<file path="src/rtl/rmiw_pkg.sv">
package rmiw_pkg;

    // ==========================================================
    // Register map, byte addresses
    localparam int         ADDR_W    = 8;
    localparam logic [7:0] ADDR_CMD  = 8'h00;
    localparam logic [7:0] ADDR_CFG  = 8'h04;
    localparam logic [7:0] ADDR_STS  = 8'h08;
    localparam logic [7:0] ADDR_MSK  = 8'h0c;
    localparam logic [7:0] ADDR_PST  = 8'h10;

    // ==========================================================
    // Command word fields
    localparam int          CMD_CODE_HI   = 15;
    localparam int          CMD_START_BIT = 16;
    localparam int          CMD_IDLE_BIT  = 17;
    localparam logic [15:0] TMO_SINGLE    = 16'h0000;
    localparam logic [15:0] TMO_CONT      = 16'hffff;

    // ==========================================================
    // Configuration word fields
    localparam int         CFG_MODEM_LO = 0;
    localparam int         CFG_MODEM_HI = 1;
    localparam int         CFG_HDR_EN   = 2;
    localparam int         CFG_SYNC_EN  = 3;
    localparam int         CFG_CRC_EN   = 4;
    localparam int         CFG_IQ_INV   = 5;
    localparam int         CFG_SF_LO    = 6;
    localparam int         CFG_SF_HI    = 9;
    localparam int         CFG_BW_LO    = 10;
    localparam int         CFG_BW_HI    = 11;
    localparam int         CFG_CR_LO    = 12;
    localparam int         CFG_CR_HI    = 14;
    localparam int         CFG_LEN_LO   = 15;
    localparam int         CFG_LEN_HI   = 22;
    localparam logic [1:0] MODEM_FSK    = 2'h0;
    localparam logic [1:0] MODEM_LR     = 2'h1;
    localparam logic [1:0] MODEM_FAST   = 2'h2;
    localparam logic [1:0] MODEM_LE     = 2'h3;
    localparam logic [3:0] SF_9         = 4'h9;
    localparam logic [3:0] SF_10        = 4'ha;
    localparam logic [1:0] BW_800       = 2'h2;
    localparam logic [1:0] BW_1600      = 2'h3;
    localparam logic [2:0] CR_4_5       = 3'h1;
    localparam logic [7:0] LEN_ONE      = 8'h01;
    localparam logic [31:0] CFG_RESET   = 32'h0000_0000;

    // ==========================================================
    // Interrupt bits and packet status fields
    localparam int IRQ_W       = 4;
    localparam int IRQ_DONE    = 0;
    localparam int IRQ_EXPIRY  = 1;
    localparam int IRQ_HDR     = 2;
    localparam int IRQ_LOCK    = 3;
    localparam int PST_CRC     = 0;
    localparam int PST_BLOCKED = 1;
    localparam int PST_ST_LO   = 2;
    localparam int PST_ST_HI   = 3;

    // ==========================================================
    // Timing
    localparam int          CLK_PERIOD_NS   = 50;
    localparam int          TMO_STEP_NS     = 1000;
    localparam int          TMO_STEP_CYC    = (TMO_STEP_NS + CLK_PERIOD_NS - 1) / CLK_PERIOD_NS;
    localparam int          RATE_WINDOW_NS  = 1000000000;
    localparam int          RATE_WINDOW_CYC = RATE_WINDOW_NS / CLK_PERIOD_NS;
    localparam int          RATE_CNT_W      = 25;
    localparam logic [8:0]  RATE_LIMIT      = 9'h0dc;

    typedef enum logic [1:0] {ST_IDLE, ST_RX, ST_LOCKED} rmiw_state_type;

    // Modem selection test
    function automatic logic rmiw_modem_is(input logic [31:0] cfg, input logic [1:0] m);
        return cfg[CFG_MODEM_HI:CFG_MODEM_LO] == m;
    endfunction

endpackage

</file>
<file path="src/rtl/rmiw_irq_if.sv">
`timescale 1ns/1ps
`default_nettype none
interface rmiw_irq_if
    import rmiw_pkg::*;
();
    logic [IRQ_W-1:0] set;
    logic [IRQ_W-1:0] clr;
    logic             mask_we;
    logic [IRQ_W-1:0] mask_wdata;
    logic [IRQ_W-1:0] status;
    logic [IRQ_W-1:0] mask;
    logic             line;

    modport ctl (output set, clr, mask_we, mask_wdata, input status, mask, line);
    modport blk (input set, clr, mask_we, mask_wdata, output status, mask, line);
endinterface
`default_nettype wire

</file>
<file path="src/rtl/rmiw_irq.sv">
`timescale 1ns/1ps
`default_nettype none
module rmiw_irq
    import rmiw_pkg::*;
(
    input  wire logic clk,
    input  wire logic rst,
    rmiw_irq_if.blk   bus
);
    logic [IRQ_W-1:0] status_q;
    logic [IRQ_W-1:0] status_d;
    logic [IRQ_W-1:0] mask_q;
    logic [IRQ_W-1:0] mask_d;
    logic             line_q;

    // ==========================================================
    // Sticky status, set wins over clear
    assign status_d   = (status_q & ~bus.clr) | bus.set;
    assign mask_d     = bus.mask_we ? bus.mask_wdata : mask_q;
    assign bus.status = status_q;
    assign bus.mask   = mask_q;
    assign bus.line   = line_q;

    // Status, mask and line flops
    always_ff @(posedge clk or posedge rst) begin
        if (rst) begin
            status_q <= '0;
            mask_q   <= '0;
            line_q   <= 1'b0;
        end else begin
            status_q <= status_d;
            mask_q   <= mask_d;
            line_q   <= |(status_d & mask_d);
        end
    end
endmodule
`default_nettype wire

</file>
<file path="src/rtl/rmiw_rate.sv">
`timescale 1ns/1ps
`default_nettype none
module rmiw_rate
    import rmiw_pkg::*;
#(
    parameter int WINDOW_CYC = RATE_WINDOW_CYC
) (
    input  wire logic clk,
    input  wire logic rst,
    input  wire logic enable,
    input  wire logic pkt,
    output logic      overload
);
    logic [RATE_CNT_W-1:0] win_q;
    logic [8:0]            cnt_q;
    logic                  over_q;
    logic                  win_end;
    logic                  cnt_sat;

    // ==========================================================
    // Window end and saturation decode
    assign win_end  = win_q == RATE_CNT_W'(WINDOW_CYC - 1);
    assign cnt_sat  = &cnt_q;
    assign overload = over_q;

    // Packets counted per window, overload on the one past the limit
    always_ff @(posedge clk or posedge rst) begin
        if (rst) begin
            win_q  <= '0;
            cnt_q  <= '0;
            over_q <= 1'b0;
        end else begin
            win_q  <= (!enable || win_end) ? '0 : win_q + 1'b1;
            cnt_q  <= (!enable || win_end) ? '0 : cnt_q + 9'(pkt && !cnt_sat);
            over_q <= enable && pkt && (cnt_q == RATE_LIMIT);
        end
    end
endmodule
`default_nettype wire

</file>
<file path="src/rtl/rmiw_top.sv">
// The address map and the APB register port were decided locally.
`timescale 1ns/1ps
`default_nettype none
module rmiw_top
    import rmiw_pkg::*;
#(
    parameter int RATE_WINDOW_CYC_P = RATE_WINDOW_CYC
) (
    input  wire logic              clk,
    input  wire logic              rst,
    input  wire logic              psel,
    input  wire logic              penable,
    input  wire logic              pwrite,
    input  wire logic [ADDR_W-1:0] paddr,
    input  wire logic [31:0]       pwdata,
    output logic      [31:0]       prdata,
    output logic                   pready,
    output logic                   pslverr,
    input  wire logic              demod_pkt_done,
    input  wire logic              demod_crc_bad,
    input  wire logic              demod_hdr_fault,
    input  wire logic              demod_preamble_seen,
    output logic                   rx_enable,
    output logic                   busy,
    output logic                   irq_output_line
);
    rmiw_irq_if irq_bus ();

    rmiw_state_type state_q;
    rmiw_state_type state_d;
    logic [31:0]    prdata_q;
    logic           pready_q;
    logic           pslverr_q;
    logic [31:0]    cfg_q;
    logic [15:0]    tmo_code_q;
    logic [31:0]    tmo_cnt_q;
    logic [31:0]    tmo_cnt_d;
    logic           blocked_q;
    logic           blocked_d;
    logic           abort_q;
    logic           abort_d;
    logic           crc_fail_q;
    logic           busy_q;
    logic           rx_en_q;

    logic           apb_req;
    logic           acc;
    logic           wr_acc;
    logic           sel_cmd;
    logic           sel_cfg;
    logic           sel_sts;
    logic           sel_msk;
    logic           sel_pst;
    logic           sel_ok;
    logic [31:0]    rdata_mux;
    logic           cmd_wr;
    logic           start;
    logic           go_idle;
    logic           in_rx;
    logic           cont;
    logic           single;
    logic           timed;
    logic           quirk;
    logic           take_pkt;
    logic           sync_hit;
    logic           hdr_hit;
    logic           expired;
    logic           overload;
    logic           lock_evt;
    logic [31:0]    tmo_load;
    logic [31:0]    pst_word;

    // ==========================================================
    // APB decode
    assign apb_req = psel && penable && !pready_q;
    assign acc     = psel && penable && pready_q;
    assign wr_acc  = acc && pwrite;
    assign sel_cmd = paddr == ADDR_CMD;
    assign sel_cfg = paddr == ADDR_CFG;
    assign sel_sts = paddr == ADDR_STS;
    assign sel_msk = paddr == ADDR_MSK;
    assign sel_pst = paddr == ADDR_PST;
    assign sel_ok  = sel_cmd || sel_cfg || sel_sts || sel_msk || sel_pst;

    // Packet status word
    assign pst_word = {28'h0000000, 2'(state_q), blocked_q, crc_fail_q};

    // Read data selection
    assign rdata_mux = sel_cmd ? {16'h0000, tmo_code_q} :
                       sel_cfg ? cfg_q :
                       sel_sts ? {28'h0000000, irq_bus.status} :
                       sel_msk ? {28'h0000000, irq_bus.mask} :
                       sel_pst ? pst_word : 32'h0000_0000;

    // ==========================================================
    // Command decode, ignored while locked up
    assign cmd_wr   = wr_acc && sel_cmd && (state_q != ST_LOCKED);
    assign start    = cmd_wr && pwdata[CMD_START_BIT];
    assign go_idle  = cmd_wr && pwdata[CMD_IDLE_BIT] && !pwdata[CMD_START_BIT];
    assign tmo_load = 32'(pwdata[CMD_CODE_HI:0]) * 32'(TMO_STEP_CYC) - 32'h0000_0001;

    // Receive mode decode
    assign in_rx  = state_q == ST_RX;
    assign cont   = tmo_code_q == TMO_CONT;
    assign single = tmo_code_q == TMO_SINGLE;
    assign timed  = !cont && !single;

    assign quirk = rmiw_modem_is(cfg_q, MODEM_LR)
                && cfg_q[CFG_LEN_HI:CFG_LEN_LO] == LEN_ONE
                && (cfg_q[CFG_SF_HI:CFG_SF_LO] == SF_9 || cfg_q[CFG_SF_HI:CFG_SF_LO] == SF_10)
                && (cfg_q[CFG_BW_HI:CFG_BW_LO] == BW_800
                    || cfg_q[CFG_BW_HI:CFG_BW_LO] == BW_1600)
                && cfg_q[CFG_CR_HI:CFG_CR_LO] == CR_4_5
                && cfg_q[CFG_HDR_EN] && !cfg_q[CFG_CRC_EN] && !cfg_q[CFG_IQ_INV];

    assign take_pkt = in_rx && demod_pkt_done && !blocked_q && !quirk && !abort_q;

    assign sync_hit = in_rx && rmiw_modem_is(cfg_q, MODEM_FAST) && cfg_q[CFG_SYNC_EN]
                   && demod_preamble_seen;

    // header fault in long-range with header
    assign hdr_hit = in_rx && rmiw_modem_is(cfg_q, MODEM_LR) && cfg_q[CFG_HDR_EN]
                  && demod_hdr_fault;

    // Expiry of a timed receive
    assign expired = in_rx && timed && !blocked_q && !quirk && !take_pkt
                  && tmo_cnt_q == 32'h0000_0000;

    assign lock_evt = in_rx && cont && overload;

    // ==========================================================
    // Receive mode state machine
    always_comb begin
        state_d = state_q;
        unique case (state_q)
            ST_IDLE: begin
                if (start) begin
                    state_d = ST_RX;
                end
            end
            ST_RX: begin
                if (lock_evt) begin
                    state_d = ST_LOCKED;
                end else if (start) begin
                    state_d = ST_RX;
                end else if (go_idle) begin
                    state_d = ST_IDLE;
                end else if (take_pkt && !cont) begin
                    state_d = ST_IDLE;
                end else if (expired) begin
                    state_d = ST_IDLE;
                end
            end
            ST_LOCKED: begin
                state_d = ST_LOCKED;
            end
            default: begin
                state_d = ST_IDLE;
            end
        endcase
    end

    // Block and abort flags, timeout counter
    assign blocked_d = hdr_hit || (blocked_q && !(start || go_idle)); // Fault wins over rearm
    assign abort_d   = (start || demod_pkt_done) ? 1'b0 : (abort_q || sync_hit);
    assign tmo_cnt_d = start ? tmo_load :
                       (in_rx && tmo_cnt_q != 32'h0000_0000) ? tmo_cnt_q - 32'h0000_0001 :
                       tmo_cnt_q;

    // ==========================================================
    // Interrupt events and software access
    // completion flagged per packet, except blocked, sync-spoiled or silent-setting ones
    assign irq_bus.set        = {lock_evt, hdr_hit, expired, take_pkt};
    assign irq_bus.clr        = (wr_acc && sel_sts) ? pwdata[IRQ_W-1:0] : '0;
    assign irq_bus.mask_we    = wr_acc && sel_msk;
    assign irq_bus.mask_wdata = pwdata[IRQ_W-1:0];

    rmiw_irq u_irq (
        .clk (clk),
        .rst (rst),
        .bus (irq_bus)
    );

    rmiw_rate #(
        .WINDOW_CYC (RATE_WINDOW_CYC_P)
    ) u_rate (
        .clk      (clk),
        .rst      (rst),
        .enable   (in_rx && cont),
        .pkt      (demod_pkt_done),
        .overload (overload)
    );

    // APB answer flops, one wait state
    always_ff @(posedge clk or posedge rst) begin
        if (rst) begin
            pready_q  <= 1'b0;
            prdata_q  <= '0;
            pslverr_q <= 1'b0;
        end else begin
            pready_q  <= apb_req;
            prdata_q  <= (apb_req && !pwrite) ? rdata_mux : prdata_q;
            pslverr_q <= apb_req && !sel_ok;
        end
    end

    // Configuration and command registers
    always_ff @(posedge clk or posedge rst) begin
        if (rst) begin
            cfg_q      <= CFG_RESET;
            tmo_code_q <= TMO_SINGLE;
        end else begin
            cfg_q      <= (wr_acc && sel_cfg) ? pwdata : cfg_q;
            tmo_code_q <= start ? pwdata[CMD_CODE_HI:0] : tmo_code_q;
        end
    end

    always_ff @(posedge clk or posedge rst) begin
        if (rst) begin
            state_q    <= ST_IDLE;
            tmo_cnt_q  <= '0;
            blocked_q  <= 1'b0;
            abort_q    <= 1'b0;
            crc_fail_q <= 1'b0;
            busy_q     <= 1'b0;
            rx_en_q    <= 1'b0;
        end else begin
            state_q    <= state_d;
            tmo_cnt_q  <= tmo_cnt_d;
            blocked_q  <= blocked_d;
            abort_q    <= abort_d;
            crc_fail_q <= take_pkt ? demod_crc_bad : crc_fail_q;
            busy_q     <= (state_d == ST_LOCKED) || cmd_wr;
            rx_en_q    <= state_d == ST_RX;
        end
    end

    assign prdata          = prdata_q;
    assign pready          = pready_q;
    assign pslverr         = pslverr_q;
    assign rx_enable       = rx_en_q;
    assign busy            = busy_q;
    assign irq_output_line = irq_bus.line;
endmodule
`default_nettype wire

</file>
<file path="config.mk">
export PLATFORM = sky130hd
export DESIGN_NAME = rmiw_top
export DESIGN_NICKNAME = d
export VERILOG_FILES = /design/src/rtl/rmiw_pkg.sv /design/src/rtl/rmiw_irq_if.sv /design/src/rtl/rmiw_irq.sv /design/src/rtl/rmiw_rate.sv /design/src/rtl/rmiw_top.sv
export SDC_FILE = /design/constraint.sdc
export NUM_CORES = 1
export LEC_CHECK = 0
export BUFFER_PORTS_ARGS = -buffer_cell sky130_fd_sc_hd__buf_2
export CAP_MARGIN = 10
export CORE_ASPECT_RATIO = 0.7
export CORE_MARGIN = 3
export CORE_UTILIZATION = 54
export DETAILED_ROUTE_END_ITERATION = 8
export PLACE_DENSITY_LB_ADDON = 0.08
export RECOVER_POWER = 50
export SLEW_MARGIN = 5
export SYNTH_ARGS = -nofsm -noshare
export SYNTH_HDL_FRONTEND = slang
export SYNTH_HIERARCHICAL = 1
export SYNTH_SLANG_ARGS = --single-unit
</file>
<file path="constraint.sdc">
create_clock -name clk -period 3.4 [get_ports clk]
set_input_delay 0 -clock clk [delete_from_list [all_inputs] [get_ports clk]]
set_output_delay 0 -clock clk [all_outputs]
set_load 0.005 [all_outputs]
</file>
* After elaboration in Yosys (flattened, before gate mapping) *
Cells that the tools add are included.

storage, ports and cells
  register bits after elaboration = 165
  logic and storage cells = 146

operators by class
  $add $sub $neg = 4
  $mul = 1
  equal/unequal tests = 20
  mux-type cells = 19
  bitwise gates (word level) = 4
  reductions and logical operators = 80

operators by type and width
  operator                                                                number
  32-bit 2-to-1 mux                                                       4
  1-bit logical AND                                                       45
  32-bit zero test                                                        1
  32-bit nonzero test                                                     1
  32-bit by 1-bit subtractor with 32-bit output (second input constant)   1
  25-bit by 1-bit adder with 25-bit output (second input constant)        1
  25-bit equality test (second input constant)                            1
  25-bit 2-to-1 mux                                                       1
  21-bit by 1-bit subtractor with 22-bit output (second input constant)   1
  4-bit 2-to-1 mux                                                        5
  16-bit by 3-bit multiplier with 19-bit output (second input constant)   1
  16-bit equality test (second input constant)                            1
  8-bit by 4-bit equality test with 1-bit output (second input constant)  2
  16-bit zero test                                                        1
  1-bit zero test                                                         15
  1-bit logical OR                                                        12
  2-bit 2-to-1 mux                                                        6
  2-bit equality test (second input constant)                             5
  9-bit by 1-bit adder with 9-bit output                                  1
  9-bit by 8-bit equality test with 1-bit output (second input constant)  1
  9-bit 2-to-1 mux                                                        1
  9-bit AND reduction                                                     1
  4-bit AND                                                               2
  4-bit equality test (second input constant)                             2
  14 further kinds                                                        16

* Longest topological paths before layout *
  word-level depth = 22
  depth in mapped cells = 13
  depth with buffers taken out = 12

* Cells and area by module *
The synthesis kept the hierarchy.

by module, submodules not included
  module     instances  cells each  area each (µm²)
  rmiw_top   1          725         6,911.6
  rmiw_rate  1          189         1,788.0
  rmiw_irq   1          27          361.6

* Worst setup path after synthesis *
OpenSTA, ideal clock, no wires.

  kind = input to register
  start point = input port pwdata[1]
  end point = register tmo_cnt_q[21]
  library setup time = 83 ps
  data arrival time = 2,722 ps
  data required time = 3,317 ps
  slack = 595 ps
  stages = 13
  buffers on the path = 1
  cells stage by stage = ha_1 -> ha_1 -> inv_1 -> fa_1 -> nor2b_1 -> o22a_1 -> xor2_1 -> a2bb2oi_1 -> a2111oi_2 -> nand4_1 -> nand4bb_1 -> clkbuf_1 -> o21ai_0

on the way
  word-level cells in the longest chain between the ends = 3

RTL lines
  item                                           RTL line         text
  start: declaration                             rmiw_top.sv:15   input wire logic [31:0] pwdata,
  16-bit by 3-bit multiplier with 19-bit output  rmiw_top.sv:100  assign tmo_load = 32'(pwdata[CMD_CODE_HI:0]) * 32'(TMO_STEP_CYC) - 32'h0000_0001;
  21-bit by 1-bit subtractor with 22-bit output  rmiw_top.sv:100
  32-bit 2-to-1 mux                              rmiw_top.sv:166  assign tmo_cnt_d = start ? tmo_load :
  end signal: assignment                         rmiw_top.sv:229  tmo_cnt_q <= tmo_cnt_d;
  end: declaration                               rmiw_top.sv:36   logic [31:0] tmo_cnt_q;

Every way passes these cells.
A chain may end at the register's enable or synchronous reset.

* Worst setup path after layout *
  start point = input port pwdata[1]
  end point = register tmo_cnt_q[17]

The elaborated chain is that of the path after synthesis.

==> impl_metrics.csv <==
group,metric,value,unit
finish,instances_no_fill,1298,
synth,synth_top_cell_by_area,"dfrtp_1",
power,clkPwrFrac,0.443,
worst_setup_path,cp-startpoint,"pwdata[1]",
detailed_routing,routedWlPerCell,18.07,um
synth,synth_top_cell_area_share,0.4557,
place,post-place-cells,1226,
worst_setup_path,path_depth,15,
synth,yosys.cell_count.top_type,"dfrtp_1",
worst_setup_path,crit_type,"in -> reg",
detailed_routing,drt_iter0_drc,721,
floorplanning,start_util,0.5672,
clock_tree,cts_tree,"built",
timing,layout_setup_ws,207.2,ps
clock_tree,clkTransAtPathRegs,70,ps
timing,setup_violations,0,
power,irDropWorstVdd,288.1,uV
finish,drive_gt1_frac,0.1763,
run_status,outcome,"finished with violations",
clock_tree,root_buffer,"clkbuf_16",
power,internal-power,0.003412,W
power,swShare,0.2623,
timing,fin_crit,3193,ps
worst_setup_path,rr_startpoint,"tmo_cnt_q[17]",
finish,syn_to_final_growth,19.28,%
finish,final_nets,1148,
grt,grt_max_degree,51,
timing,finalCritPeriodShare,0.9390,
power,p_seq_frac,0.436,
timing,fin_setup_tns,0,ps
finish,fin_area,0.01081,mm^2
timing,hold_viol,0,
synth,synthTopCellsByCount,"dfrtp_1 (165), nand2_1 (123), nor2_1 (86), o21ai_0 (43), mux2_2 (41)",
detailed_routing,post_drt_via_cell_ratio,5.889,
flow_run,max_cap_viol_count,2,
synth,ys_warn_count,6,
min_path,min_path_type,"in -> reg",
grt,track_usage,0.2663,
synth,postSynthAreaPerCell,9.629,um^2
detailed_routing,dr.pass1.iters,6,
timing,slew_violations,87,
grt,grt_pass1_vias,7095,
clock_tree,cts.sinks,165,
clock_tree,h-tree-depth,4,
worst_setup_path,required,3710,ps
detailed_routing,drc,0,
finish,postLayoutCoreUtil,0.6765,
synth,yosysUniqueCellTypes,75,
synth,syn_nets,1024,
clock_tree,cts_buffers,17,
synth,synthTopCellsByArea,"dfrtp_1 (46%), nand2_1 (5.1%), mux2_2 (5.1%)",
worst_setup_path,worstPathCellList,"dlygate4sd3_1 > buf_2 > ha_1 > ha_1 > inv_1 > fa_1 > nor2b_2 > o2111a_1 > or2_1 > o311a_1 > a2111oi_4 > buf_4 > nand2_1 > xor2_1 > mux2_2",
synth,synthArstFlopShare,1.000,
worst_setup_path,path_common_cell,"ha_1",
worst_setup_path,crit_family,"compound AO/OA/AOI/OAI gates",
finish,diodes,0,
worst_setup_path,critPathCapture,"tmo_cnt_q[17]",
power,p_sw,0.001213,W
worst_setup_path,cp.buffers_inverters,4,
floorplanning,fp.dieW,160.8,um
grt,overflow,0,
place,dp_slack,295.3,ps
worst_setup_path,path_max_fanout,6,
grt,grt_pass1_wl,38530,um
floorplanning,rows,38,
synth,seq_area_frac_synth,0.4557,
floorplanning,io_pins,86,
power,pwr_density_cell,427.9,mW/mm^2
worst_setup_path,critPathSlowestCell,"dlygate4sd3_1",
worst_setup_path,regToRegSetupSlack,470,ps
detailed_routing,vias,7644,
synth,synth-seq-cells,165,
worst_setup_path,worstPathArrival,3500,ps
worst_setup_path,startpoint_type,"input pin",
synth,syn_inst,941,
finish,nFillCells,1324,
worst_setup_path,r2r-end,"tmo_cnt_q[5]",
place,dp_hpwl,16890,um
worst_setup_path,critPathCaptureType,"register",
timing,fin_skew,10.63,ps
detailed_routing,ant_nets,0,
worst_setup_path,r2r_cells,9,
run_status,violations,"max-capacitance violations, max-slew violations",
clock_tree,clk_latency,430,ps
timing,relSlewSlack,-0.5542,
synth,synth-edff-count,0,
power,total_leakage_power,4.835,nW
place,placed_area,0.009797,mm^2
place,port_buffers,85,
timing,clock.fmax,0.3132,GHz
floorplanning,coreArea,0.01598,mm^2
timing,tightest_slew,2318,ps
synth,netlist_area,0.009061,mm^2
grt,antenna_found_initial,0,
place,place.gp.congestion,0.8711,
floorplanning,die_h,114.4,um
floorplanning,die-area,0.01840,mm^2
power,power_frac_comb,0.121,
worst_setup_path,critPathMaxStageDelay,530,ps
clock_tree,cts_buffer_depth,2,
synth,synth_ff_type,"dfrtp_1",
detailed_routing,routed_wirelength,23460,um
worst min-delay path, delay by kind of cell:
| family | cells | cell delay [ps] |
|---|---|---|
| compound gates | 1 | 110 |
| buf+inv | 1 | 90 |
| simple gates | 1 | 280 |
through the flow:
stage,hold slack [ps],power [W]
after floorplan,-172.1,0.002391
after global placement,26.84,0.002561
after detailed placement,27.93,0.002567
after CTS,67.91,0.004646
after global routing,92.24,0.004818
final,92.88,0.004625
power groups by stage:
stage	Combinational [W]	Clock (W)	Sequential, W
detailed placement	0.000514	0	0.00205
global placement	0.000507	0	0.00205
finish	0.000561	0.00205	0.00202
floorplan	0.000337	0	0.00205
CTS	0.000552	0.00208	0.00202
global route	0.000628	0.00217	0.00202
cells by family (layout without fill, tap and decap cells):
group / Yosys count / after routing / synth area share
muxes: 44 / 44 / 0.05427
AOI/OAI and AO/OA: 156 / 156 / 0.1189
xor gates and xnor gates: 69 / 69 / 0.06669
buffers and inverters: 65 / 202 / 0.02817
and+or+nand+nor: 408 / 408 / 0.2285
DFF: 165 / 165 / 0.4557
adders and majority gates: 34 / 34 / 0.04778
state kept, by name, summed over array words and instances (netlist names), 2 cells and up:
register / flops
cfg_q: 32
u_irq/bus.mask: 4
u_rate/cnt_q: 9
u_rate/win_q: 25
tmo_cnt_q: 32
prdata: 32
u_irq/bus.status: 4
tmo_code_q: 16
state_q: 2
cell usage in the layout (no fill, tap or decap), drive strengths merged, types with 4 or more instances in the layout:
cell,synthesis,final
nand3,36,36
a22o,4,4
nor2b,12,12
and2,9,9
a211oi,4,4
nand4,26,26
or2,11,11
nand2b,7,7
or3,9,9
o21ai,51,51
dlygate4sd3,0,39
buf,10,84
a2111oi,5,5
mux2,41,41
a21o,8,8
and4,5,5
o31ai,8,8
xnor2,34,34
nor3b,4,4
nor3,25,25
ha,33,33
dfrtp,165,165
inv,24,30
a31oi,6,6
or4,13,13
nor4,16,16
a221oi,14,14
a21oi,26,26
a222oi,4,4
nand2,123,123
and3,13,13
clkinv,0,4
nor2,86,86
clkbuf,31,41
xor2,35,35
worst min path at each step:
stage                              from             end  slack, ps  depth (start not counted)
floorplan                           rst  u_irq/bus.line       -170                          1
global placement                    rst  u_irq/bus.line         30                          2
detailed placement                  rst  u_irq/bus.line         30                          2
CTS                     demod_hdr_fault       blocked_q         70                          3
global route        demod_preamble_seen         abort_q         90                          4
finish                  demod_hdr_fault       blocked_q         90                          3
repair_timing:
item                                    4_1_cts  5_1_grt
endpoints found under the hold margin       148        0
gates resized for setup                       0        5
hold buffers                                 39        0
endpoints found under the setup margin        0       13
setup buffers                                 0        1
routing by layer:
layer / up-vias / share of wire / global-route usage
met3: 23 / 0.090 / 0.07014
met1: 3691 / 0.51 / 0.4348
met5: - / 0 / 0
met4: 0 / 0.011 / 0.06246
met2: 286 / 0.38 / 0.3461
li1: 3644 / - / -
layout make-up:
class	count	area, um^2	area share
multi-input combinational	711	4731	0.4377
sequential	165	4129	0.3820
timing repair buffer	146	958.4	0.08868
clock buffer	18	429.2	0.03971
tap	220	275.3	0.02547
inverter	24	91.34	0.008451
clock inverter	14	193.9	0.01794
Power figures use the tool's default switching activity.
